[config.mk]
export PLATFORM = sky130hd
export DESIGN_NAME = mcrpt_top
export DESIGN_NICKNAME = d
export VERILOG_FILES = /design/src/mcrpt_pkg.sv /design/src/mcrpt_rst_if.sv /design/src/mcrpt_top.sv /design/src/mcrpt_rst_sync.sv
export VERILOG_INCLUDE_DIRS = /design/src
export SDC_FILE = /design/constraint.sdc
export NUM_CORES = 1
export LEC_CHECK = 0
export BUFFER_PORTS_ARGS = -buffer_cell sky130_fd_sc_hd__buf_2
export CORE_AREA = 2 2 190 192
export CTS_CLUSTER_SIZE = 28
export DETAILED_ROUTE_END_ITERATION = 12
export DIE_AREA = 0 0 192 194
export HOLD_SLACK_MARGIN = 0.03
export PLACE_DENSITY = 0.77
export SLEW_MARGIN = 10
export SYNTH_ARGS = -nofsm -noshare
export SYNTH_HDL_FRONTEND = slang
export SYNTH_SLANG_ARGS = --single-unit
export TNS_END_PERCENT = 10
[constraint.sdc]
create_clock -name clk_sys -period 9.9 [get_ports clk_sys]
set_clock_uncertainty 0.2 [all_clocks]
set_input_delay 2.475 -clock clk_sys [delete_from_list [all_inputs] [get_ports clk_sys]]
set_output_delay 2.475 -clock clk_sys [all_outputs]
set_load 0.02 [all_outputs]
[src/mcrpt_defs.svh]
`ifndef MCRPT_DEFS_SVH
`define MCRPT_DEFS_SVH

// register byte offsets
`define MCRPT_OFS_CTRL        8'h00
`define MCRPT_OFS_TRIM        8'h04
`define MCRPT_OFS_RSTCTL      8'h08
`define MCRPT_OFS_STATUS      8'h0c
`define MCRPT_OFS_TSLO        8'h10
`define MCRPT_OFS_TSHI        8'h14

// control register field positions
`define MCRPT_CTRL_ONESTEP    0
`define MCRPT_CTRL_TCMODE     1
`define MCRPT_CTRL_FOURLANE   2
`define MCRPT_CTRL_ASYNCCLK   3
`define MCRPT_CTRL_ONERXCLK   4
`define MCRPT_CTRL_SWITCHABLE 5
`define MCRPT_CTRL_W          6

// reset control field positions
`define MCRPT_RST_GLOBAL      0
`define MCRPT_RST_TXDP        1
`define MCRPT_RST_RXDP        2
`define MCRPT_RST_TXCORE      3
`define MCRPT_RST_TXLANE      4
`define MCRPT_RST_RXCORE      5
`define MCRPT_RST_RXLANE_LO   6
`define MCRPT_RST_W           16

// reset values
`define MCRPT_CTRL_RST        6'h00
`define MCRPT_TRIM_RST        11'h2c1
`define MCRPT_RSTCTL_RST      16'hffff

// lane counts and lane data widths
`define MCRPT_RX_LANES        10
`define MCRPT_WIDTH_TEN_LANE  7'h20
`define MCRPT_WIDTH_FOUR_LANE 7'h50

// trim width and its alignment into correction-field format
`define MCRPT_TRIM_W          11
`define MCRPT_TRIM_SHIFT      13

// number of internal reset domains and synchroniser depth
`define MCRPT_NRST            13
`define MCRPT_SYNC_STAGES     2

`endif

[src/mcrpt_pkg.sv]
package mcrpt_pkg;
  // correction-field format: ns in [63:16], fractional ns in [15:0]
  typedef logic [63:0] mcrpt_corr_t;
  // one-step latency trim, [10:3] ns and [2:0] eighths of a ns
  typedef logic [10:0] mcrpt_trim_t;
  // apb address and data
  typedef logic [7:0]  mcrpt_addr_t;
  typedef logic [31:0] mcrpt_data_t;
  // per-lane receive vector
  typedef logic [9:0]  mcrpt_lanes_t;
  // decoded register select
  typedef enum {
    MCRPT_SEL_CTRL,
    MCRPT_SEL_TRIM,
    MCRPT_SEL_RSTCTL,
    MCRPT_SEL_STATUS,
    MCRPT_SEL_TSLO,
    MCRPT_SEL_TSHI,
    MCRPT_SEL_NONE
  } mcrpt_sel_t;
endpackage

[src/mcrpt_rst_if.sv]
`timescale 1ns/1ps
`include "mcrpt_defs.svh"

// reset requests in, synchronised resets out
interface mcrpt_rst_if;
  logic [`MCRPT_NRST-1:0] req;     // asynchronous reset requests
  logic [`MCRPT_NRST-1:0] syncRst; // asserted at once, released on clock

  modport src
  (
    output req,
    input  syncRst
  );
  modport sync
  (
    input  req,
    output syncRst
  );
endinterface

[src/mcrpt_top.sv]
// The register addresses and the APB register port were left to the implementer.
`timescale 1ns/1ps
`include "mcrpt_defs.svh"

//
// Overview of operation
// - one-step enable turns one-step timestamping on
// - transparent-clock mode with one-step enabled turns on correction field updates
// - timer is correction; timestamp added to correction
// - timers and timestamps use correction-field format
// - trim is fixed point, three fractional bits
// - trim resets to 705 decimal
// - lane width 32 ten-lane, 80 four-lane
// - one core clock drives lanes, MAC, control
// - independent path resets, separate core and lane
// - resets assert async, release via synchronisers
// - global resets all; datapath resets own path
// - sync mode tx out clock sources both
// - switchable mode uses ten-lane clocking
// - optional single receive lane clock, buffered raw
module mcrpt_top
  import mcrpt_pkg::*;
(
  input  wire logic               clk_sys,
  input  wire logic               rst,
  // apb slave
  input  wire logic               psel,
  input  wire logic               penable,
  input  wire logic               pwrite,
  input  wire mcrpt_pkg::mcrpt_addr_t paddr,
  input  wire mcrpt_pkg::mcrpt_data_t pwdata,
  output logic                    pready,
  output logic                    pslverr,
  output mcrpt_pkg::mcrpt_data_t  prdata,
  // transmit precision-time packet event
  input  wire logic               ptpStart,
  input  wire mcrpt_pkg::mcrpt_corr_t txTimer,
  input  wire mcrpt_pkg::mcrpt_corr_t corrIn,
  output logic                    tsValid,
  output mcrpt_pkg::mcrpt_corr_t  twoStepTs,
  output mcrpt_pkg::mcrpt_corr_t  oneStepTs,
  output mcrpt_pkg::mcrpt_corr_t  corrOut,
  output logic                    corrUpdate,
  // synchronised resets
  output logic                    xcvrTxReset,
  output logic                    xcvrRxReset,
  output logic                    txCoreReset,
  output logic                    txLaneReset,
  output logic                    rxCoreReset,
  output mcrpt_pkg::mcrpt_lanes_t rxLaneReset,
  // clocking arrangement
  output logic                    rxUserFromRxOut,
  output logic                    rxLaneClockShared,
  output logic                    xcvrBufferEnable,
  output logic [6:0]              laneDataWidth
);
  import mcrpt_pkg::*;

  ////////////////////////////////////////////////////////////////////////////
  // declarations
  logic [`MCRPT_CTRL_W-1:0] ctrl_r;      // software view of control
  logic [`MCRPT_CTRL_W-1:0] cfgTx_r;     // tx-side active settings
  logic [`MCRPT_CTRL_W-1:0] cfgRx_r;     // rx-side active settings
  mcrpt_trim_t              trim_r;      // one-step latency trim
  logic [`MCRPT_RST_W-1:0]  rstCtl_r;    // software reset requests
  mcrpt_data_t              prdata_r;    // read data register
  logic                     pslverr_r;   // error flag for access phase
  mcrpt_corr_t              twoStep_r;   // captured two-step stamp
  mcrpt_corr_t              oneStep_r;   // trimmed one-step stamp
  mcrpt_corr_t              corr_r;      // updated correction field
  logic                     tsValid_r;   // one cycle per packet
  logic                     corrUpd_r;   // correction was rewritten
  mcrpt_corr_t              oneStepNxt;  // stamp with trim applied
  mcrpt_corr_t              trimCorr;    // trim in correction format
  mcrpt_sel_t               setupSel;    // decode of current address
  logic                     setupPhase;  // apb setup cycle
  logic                     wrStrobe;    // apb write takes effect
  logic                     txPathRst;   // tx datapath reset request
  logic                     rxPathRst;   // rx datapath reset request
  mcrpt_lanes_t             rxLaneReq;   // per-lane reset requests

  mcrpt_rst_if rstBus ();

  ////////////////////////////////////////////////////////////////////////////
  // address decode, shared by read and write
  function automatic mcrpt_sel_t decodeAddr(input mcrpt_addr_t addr);
    mcrpt_sel_t sel;
    sel = MCRPT_SEL_NONE;
    unique case (addr)
      `MCRPT_OFS_CTRL:   sel = MCRPT_SEL_CTRL;
      `MCRPT_OFS_TRIM:   sel = MCRPT_SEL_TRIM;
      `MCRPT_OFS_RSTCTL: sel = MCRPT_SEL_RSTCTL;
      `MCRPT_OFS_STATUS: sel = MCRPT_SEL_STATUS;
      `MCRPT_OFS_TSLO:   sel = MCRPT_SEL_TSLO;
      `MCRPT_OFS_TSHI:   sel = MCRPT_SEL_TSHI;
      default:           sel = MCRPT_SEL_NONE;
    endcase
    return sel;
  endfunction

  assign setupSel   = decodeAddr(paddr);
  assign setupPhase = psel & ~penable;
  assign wrStrobe   = psel & penable & pwrite;

  // zero-wait slave: every access phase completes at once
  assign pready  = 1'b1;
  assign pslverr = pslverr_r;
  assign prdata  = prdata_r;

  ////////////////////////////////////////////////////////////////////////////
  // control register write
  always_ff @(posedge clk_sys or posedge rst)
  begin
    if (rst)
      ctrl_r <= `MCRPT_CTRL_RST;
    else if (wrStrobe && setupSel == MCRPT_SEL_CTRL)
      ctrl_r <= pwdata[`MCRPT_CTRL_W-1:0];
  end

  // latency trim write, defaults to normal-mode value
  always_ff @(posedge clk_sys or posedge rst)
  begin
    if (rst)
      trim_r <= `MCRPT_TRIM_RST;
    else if (wrStrobe && setupSel == MCRPT_SEL_TRIM)
      trim_r <= pwdata[`MCRPT_TRIM_W-1:0];
  end

  // reset requests come out of reset all asserted
  always_ff @(posedge clk_sys or posedge rst)
  begin
    if (rst)
      rstCtl_r <= `MCRPT_RSTCTL_RST;
    else if (wrStrobe && setupSel == MCRPT_SEL_RSTCTL)
      rstCtl_r <= pwdata[`MCRPT_RST_W-1:0];
  end

  ////////////////////////////////////////////////////////////////////////////
  // read data and error, prepared in the setup cycle
  always_ff @(posedge clk_sys or posedge rst)
  begin
    if (rst)
    begin
      prdata_r  <= 32'h0000_0000;
      pslverr_r <= 1'b0;
    end
    else if (setupPhase)
    begin
      pslverr_r <= (setupSel == MCRPT_SEL_NONE);
      unique case (setupSel)
        MCRPT_SEL_CTRL:
          prdata_r <= {26'h0, ctrl_r};
        MCRPT_SEL_TRIM:
          prdata_r <= {21'h0, trim_r};
        MCRPT_SEL_RSTCTL:
          prdata_r <= {16'h0, rstCtl_r};
        MCRPT_SEL_STATUS:  // live synchronised resets
          prdata_r <= {19'h0, rstBus.syncRst};
        MCRPT_SEL_TSLO:
          prdata_r <= oneStep_r[31:0];
        MCRPT_SEL_TSHI:
          prdata_r <= oneStep_r[63:32];
        MCRPT_SEL_NONE:
          prdata_r <= 32'h0000_0000;
      endcase
    end
  end

  ////////////////////////////////////////////////////////////////////////////
  // reset tree: global, datapath, then core and lane per path
  assign txPathRst = rstCtl_r[`MCRPT_RST_GLOBAL]
                   | rstCtl_r[`MCRPT_RST_TXDP];
  assign rxPathRst = rstCtl_r[`MCRPT_RST_GLOBAL]
                   | rstCtl_r[`MCRPT_RST_RXDP];
  assign rxLaneReq = {`MCRPT_RX_LANES{rxPathRst}}
                   | rstCtl_r[`MCRPT_RST_W-1:`MCRPT_RST_RXLANE_LO];

  // core and lane requests kept apart inside each path
  assign rstBus.req = {rxLaneReq,
                       rxPathRst | rstCtl_r[`MCRPT_RST_RXCORE],
                       txPathRst | rstCtl_r[`MCRPT_RST_TXLANE],
                       txPathRst | rstCtl_r[`MCRPT_RST_TXCORE]};

  // async assert, clocked release, on the shared core clock
  mcrpt_rst_sync u_sync
  (
    .clk_sys (clk_sys),
    .rst     (rst),
    .rstBus  (rstBus)
  );

  assign txCoreReset = rstBus.syncRst[0];
  assign txLaneReset = rstBus.syncRst[1];
  assign rxCoreReset = rstBus.syncRst[2];
  assign rxLaneReset = rstBus.syncRst[`MCRPT_NRST-1:3];
  // transceivers follow their datapath and the global request
  assign xcvrTxReset = rstBus.syncRst[1];
  assign xcvrRxReset = &rstBus.syncRst[`MCRPT_NRST-1:3];

  ////////////////////////////////////////////////////////////////////////////
  // reset-only settings: tx copy follows only while tx core is held
  always_ff @(posedge clk_sys or posedge rst)
  begin
    if (rst)
      cfgTx_r <= `MCRPT_CTRL_RST;
    else if (txCoreReset)
      cfgTx_r <= ctrl_r;
  end

  // rx copy follows only while rx core is held
  always_ff @(posedge clk_sys or posedge rst)
  begin
    if (rst)
      cfgRx_r <= `MCRPT_CTRL_RST;
    else if (rxCoreReset)
      cfgRx_r <= ctrl_r;
  end

  ////////////////////////////////////////////////////////////////////////////
  // clocking arrangement selects
  // sync mode: tx out clock feeds rx user clock as well
  assign rxUserFromRxOut = cfgRx_r[`MCRPT_CTRL_ASYNCCLK];
  // switchable mode keeps one clock per lane, as ten-lane does
  assign rxLaneClockShared = cfgRx_r[`MCRPT_CTRL_ONERXCLK]
                           & ~cfgRx_r[`MCRPT_CTRL_SWITCHABLE];
  // a shared lane clock needs the transceiver buffer in raw mode
  assign xcvrBufferEnable = rxLaneClockShared;

  // lane datapath width per lane configuration
  assign laneDataWidth = (cfgTx_r[`MCRPT_CTRL_FOURLANE] &
                          ~cfgTx_r[`MCRPT_CTRL_SWITCHABLE])
                       ? `MCRPT_WIDTH_FOUR_LANE
                       : `MCRPT_WIDTH_TEN_LANE;

  ////////////////////////////////////////////////////////////////////////////
  // timestamp path, all on the core clock with control port
  // trim bits [10:3] ns, [2:0] eighths, aligned to frac field
  assign trimCorr = {40'h0, trim_r, 13'h0000};

  // one-step stamp sits trim later than the two-step capture
  assign oneStepNxt = txTimer + trimCorr;

  // capture stamps on each packet start, held by tx core reset
  always_ff @(posedge clk_sys or posedge rst)
  begin
    if (rst)
    begin
      twoStep_r <= 64'h0;
      oneStep_r <= 64'h0;
      tsValid_r <= 1'b0;
    end
    else if (txCoreReset)
    begin
      twoStep_r <= 64'h0;
      oneStep_r <= 64'h0;
      tsValid_r <= 1'b0;
    end
    else
    begin
      tsValid_r <= ptpStart;
      if (ptpStart)
      begin
        twoStep_r <= txTimer;
        // one-step stamp only when one-step is enabled
        oneStep_r <= cfgTx_r[`MCRPT_CTRL_ONESTEP]
                   ? oneStepNxt : 64'h0;
      end
    end
  end

  // correction field: timer taken as correction, stamp added
  always_ff @(posedge clk_sys or posedge rst)
  begin
    if (rst)
    begin
      corr_r    <= 64'h0;
      corrUpd_r <= 1'b0;
    end
    else if (txCoreReset)
    begin
      corr_r    <= 64'h0;
      corrUpd_r <= 1'b0;
    end
    else if (ptpStart)
    begin
      // only in transparent mode with one-step on
      if (cfgTx_r[`MCRPT_CTRL_TCMODE] &&
          cfgTx_r[`MCRPT_CTRL_ONESTEP])
      begin
        // incoming field already has the rx stamp removed
        corr_r    <= corrIn + oneStepNxt;
        corrUpd_r <= 1'b1;
      end
      else
      begin
        corr_r    <= corrIn;                     // pass unchanged
        corrUpd_r <= 1'b0;
      end
    end
    else
      corrUpd_r <= 1'b0;
  end

  // registered timestamp outputs
  assign tsValid    = tsValid_r;
  assign twoStepTs  = twoStep_r;
  assign oneStepTs  = oneStep_r;
  assign corrOut    = corr_r;
  assign corrUpdate = corrUpd_r;

endmodule

[src/mcrpt_rst_sync.sv]
`timescale 1ns/1ps
`include "mcrpt_defs.svh"

module mcrpt_rst_sync
(
  input  wire logic   clk_sys,
  input  wire logic   rst,
  mcrpt_rst_if.sync   rstBus
);

  ////////////////////////////////////////////////////////////////////////////
  // one synchroniser per reset domain
  genvar gi;
  generate
    for (gi = 0; gi < `MCRPT_NRST; gi = gi + 1)
    begin : g_sync
      logic                          arst;   // combined async source
      logic [`MCRPT_SYNC_STAGES-1:0] stage_r; // shift chain, first is meta

      assign arst = rst | rstBus.req[gi];

      // asserts at once, releases after the chain fills with zeros
      always_ff @(posedge clk_sys or posedge arst)
      begin
        if (arst)
          stage_r <= {`MCRPT_SYNC_STAGES{1'b1}};
        else
          stage_r <= {stage_r[`MCRPT_SYNC_STAGES-2:0], 1'b0};
      end

      // only the last stage leaves the chain
      assign rstBus.syncRst[gi] = stage_r[`MCRPT_SYNC_STAGES-1];
    end
  endgenerate

endmodule

==> reports/results.ini <==
[worst_setup_path]
critPathLaunchType = input port
critical_path.n_buffers_inverters = 1
critPathLaunch = txTimer[13]
crit_path_top_delay_cell = fa_1
endpoint_kind = register
cp_slowest_stage_delay_ps = 410
worstPathArrival_ps = 7870
cpLargestDelayFamily = compound AO/OA/AOI/OAI gates
worstSetupPathType = in2reg
worstSetupEndpoint = corrOut[56]
cp.required_ps = 10090
path_common_cell = nor2_1
reg2regPathDepth = 22
worstPathMaxFanout = 8
r2r_slack_ps = 3820
r2r_start = trim_r[0]
reg2reg_to = corrOut[56]
path_cells = buf_2 -> ha_1 -> fa_1 -> a21o_1 -> a21oi_1 -> o21a_1 -> o211ai_1 -> nand2_1 -> nor2_1 -> and3_1 -> xor2_1 -> ha_1 -> nand4_1 -> or3_1 -> or2_1 -> nor2_1 -> o21a_1 -> nor2_1 -> and3_1 -> o31a_1 -> o311ai_2 -> xnor2_1 -> a21oi_1
cp.depth = 23

[sta]
worstMarginPinSlew_ps = 1130
finalSetupViolations = 0
fmaxAchievable_mhz = 130
fin_tns_setup_ps = 0
rsz0062_at_grt = false
finalHoldViolations = 0
slew_violations = 0
whs_ps = 152
fin_crit_ps = 7680
worst_slew_margin_rel = 0.247
min_period_over_period = 0.776

[global_route]
grt_antenna_before_repair = 2
grt_use_total = 0.327
grt_max_degree = 175
grt_pass1_vias = 15500
grt_first_pass_wirelength_mm = 93.1
grt_overflow = 0

[synth]
synth-compound-area-share = 0.198
postSynth.asyncResetShare = 1.00
syn_area_um2 = 17100
ys_seq_area_frac = 0.432
ys_warn_count = 0
synth_flop_cell = dfrtp_1
synthSimpleGateAreaFrac = 0.144
ys_types = 72
synth_top_family_by_area = compound AO/OA/AOI/OAI gates
syn_inst = 1810
synth_edf_count = 0
synth-xor-area-share = 0.0547
synth.mux.area_fraction = 0.0752
synthAdderAreaFrac = 0.0564
ys_ff_latch = 293
postSynthAreaPerCell_um2 = 9.46

[final_layout]
layout.nets = 2402
layout_common_cells = buf_2 (404), dfrtp_1 (247), nor2_1 (180), nand2_1 (175), o21ai_0 (139)
regArea_um2 = 7390
layout-drive-gt1-share = 0.274
final.fill_count = 3060
fin_area_um2 = 20500
area_growth_syn_to_layout_pct = 19.8
multiInputGateArea_um2 = 9130
mostFrequentLayoutCell = buf_2

[floorplanning]
dieArea_um2 = 37200
die_y_um = 194
core_area_um2 = 35200
num_rows = 69
die_w_um = 192
ios = 427
start_util = 0.486

[routing]
wire_per_inst_um = 23.5
vias = 15900
drt_iter0_markers = 1244
ant_nets = 0
viasPerCell = 6.02
drc = 0
first_pass_iters = 6
routed_wl_mm = 61.9

[placed_design]
dp_hpwl_mm = 47.0
port_buffers = 405
place_area_um2 = 19400
place.gp.congestion = 0.969

[cts]
cts_tree = yes
cts_made_buffers = 34
htree_levels = 2
root_buffer = clkbuf_16
clock_path_buffers = 3
clock_latency_ps = 530
postCtsHoldBufs = 0
clock_sinks = 293
clk_pin_slew_worst_paths_ps = 60
cts_resized = 0
postCtsSetupBuffers = 0

[hold_path]
hold_class = reg2reg
holdPathStages = 0

[run]
cap_viol_max_count = 0

[pwr]
ir_worst_vdd_mv = 0.158
power.density_nw_per_um2 = 152
p_leak_nw = 10.2

[outcome]
status = completed

==> stage by stage <==
stage / setup slack (ps) / power [mW] / utilization / cells
floorplan: 2890 / 1.66 / - / 1826
CTS: 2330 / 3.13 / 0.582 / 2636
global placement: 1920 / 1.85 / 0.550 / 2577
global route: 1830 / 3.23 / 0.582 / 2636
detailed placement: 1820 / 1.86 / 0.550 / 2577
finish: 2220 / 3.12 / 0.582 / 2637
==> layer usage <==
layer | share of wire | vias to the layer above | global-route usage
met4 | 0.048 | 2 | 0.147
met2 | 0.46 | 778 | 0.526
met3 | 0.080 | 149 | 0.0572
met5 | 0.00021 | - | 0
met1 | 0.41 | 7746 | 0.430
li1 | - | 7191 | -
==> state kept, by name, indices dropped and copies added, names as in the netlist <==
signal / flops
corrOut: 64
oneStepTs: 64
twoStepTs: 64
prdata: 32
u_sync.g_sync.stage_r: 26
rstCtl_r: 16
trim_r: 11
ctrl_r: 6
cfgTx_r: 4
cfgRx_r: 3
corrUpdate: 1
pslverr: 1
tsValid: 1
==> worst min-delay path by stage <==
stage	to	from	slack, ps
2_1_floorplan	u_sync.g_sync[10].stage_r[0]	rstCtl_r[13]	150
3_3_place_gp	u_sync.g_sync[10].stage_r[1]	u_sync.g_sync[10].stage_r[0]	150
3_5_place_dp	u_sync.g_sync[10].stage_r[1]	u_sync.g_sync[10].stage_r[0]	150
4_1_cts	u_sync.g_sync[10].stage_r[1]	u_sync.g_sync[10].stage_r[0]	150
5_1_grt	u_sync.g_sync[10].stage_r[1]	u_sync.g_sync[10].stage_r[0]	150
6_report	u_sync.g_sync[10].stage_r[1]	u_sync.g_sync[10].stage_r[0]	150
==> cell families (layout without fill, tap and decap cells) <==
group	count (synthesis)	after routing
adder cells (fa/ha/maj)	76	76
buffers and inverters	162	511
AO/OA/AOI/OAI	510	510
multiplexers	122	122
XOR/XNOR	107	107
other	2	19
AND/OR/NAND/NOR	538	538
flip-flops	293	293
==> Yosys cell counts (4+ instances only) <==
| cell type | instances | area share |
|---|---|---|
| a211oi_1 | 7 | 0.0031 |
| a21o_1 | 40 | 0.018 |
| a21oi_1 | 114 | 0.033 |
| a221oi_1 | 5 | 0.0026 |
| a222oi_1 | 14 | 0.0082 |
| a22o_1 | 61 | 0.031 |
| a22oi_1 | 20 | 0.0088 |
| a311o_1 | 4 | 0.0023 |
| a311oi_1 | 20 | 0.010 |
| a31o_2 | 4 | 0.0020 |
| a31oi_1 | 9 | 0.0033 |
| and2_1 | 11 | 0.0040 |
| and3_1 | 15 | 0.0055 |
| and4_1 | 4 | 0.0020 |
| buf_1 | 6 | 0.0013 |
| buf_2 | 12 | 0.0035 |
| buf_4 | 18 | 0.0079 |
| clkbuf_1 | 94 | 0.021 |
| dfrtp_1 | 247 | 0.36 |
| dfstp_2 | 46 | 0.071 |
| ha_1 | 74 | 0.054 |
| inv_1 | 30 | 0.0066 |
| mux2_2 | 51 | 0.034 |
| mux2i_1 | 69 | 0.040 |
| nand2_1 | 176 | 0.039 |
| nand2b_1 | 25 | 0.0091 |
| nand3_1 | 40 | 0.012 |
| nand4_1 | 29 | 0.011 |
| nor2_1 | 181 | 0.040 |
| nor2b_1 | 14 | 0.0051 |
| nor3_1 | 19 | 0.0056 |
| nor3b_1 | 4 | 0.0018 |
| o211ai_1 | 7 | 0.0031 |
| o21a_1 | 16 | 0.0070 |
| o21ai_0 | 139 | 0.041 |
| o21ai_1 | 8 | 0.0023 |
| o21bai_1 | 12 | 0.0053 |
| o22ai_1 | 4 | 0.0015 |
| or3_1 | 7 | 0.0026 |
| or4_1 | 4 | 0.0018 |
| xnor2_1 | 61 | 0.031 |
| xor2_1 | 46 | 0.024 |
==> cell type report <==
cell class	count	area share
Multi-Input combinational cell	1371	0.445
Sequential cell	293	0.360
Clock inverter	7	0.00439
Timing Repair Buffer	421	0.106
Clock buffer	52	0.0507
Inverter	31	0.00585
Tap cell	461	0.0281
Antenna cell	1	0.000122
==> where the power goes <==
| group | internal, mW | switching, mW |
|---|---|---|
| Clock | 0.753 | 0.521 |
| Combinational | 0.200 | 0.375 |
| Sequential | 1.24 | 0.0296 |
Note: power is estimated with default switching activity, not from simulation.
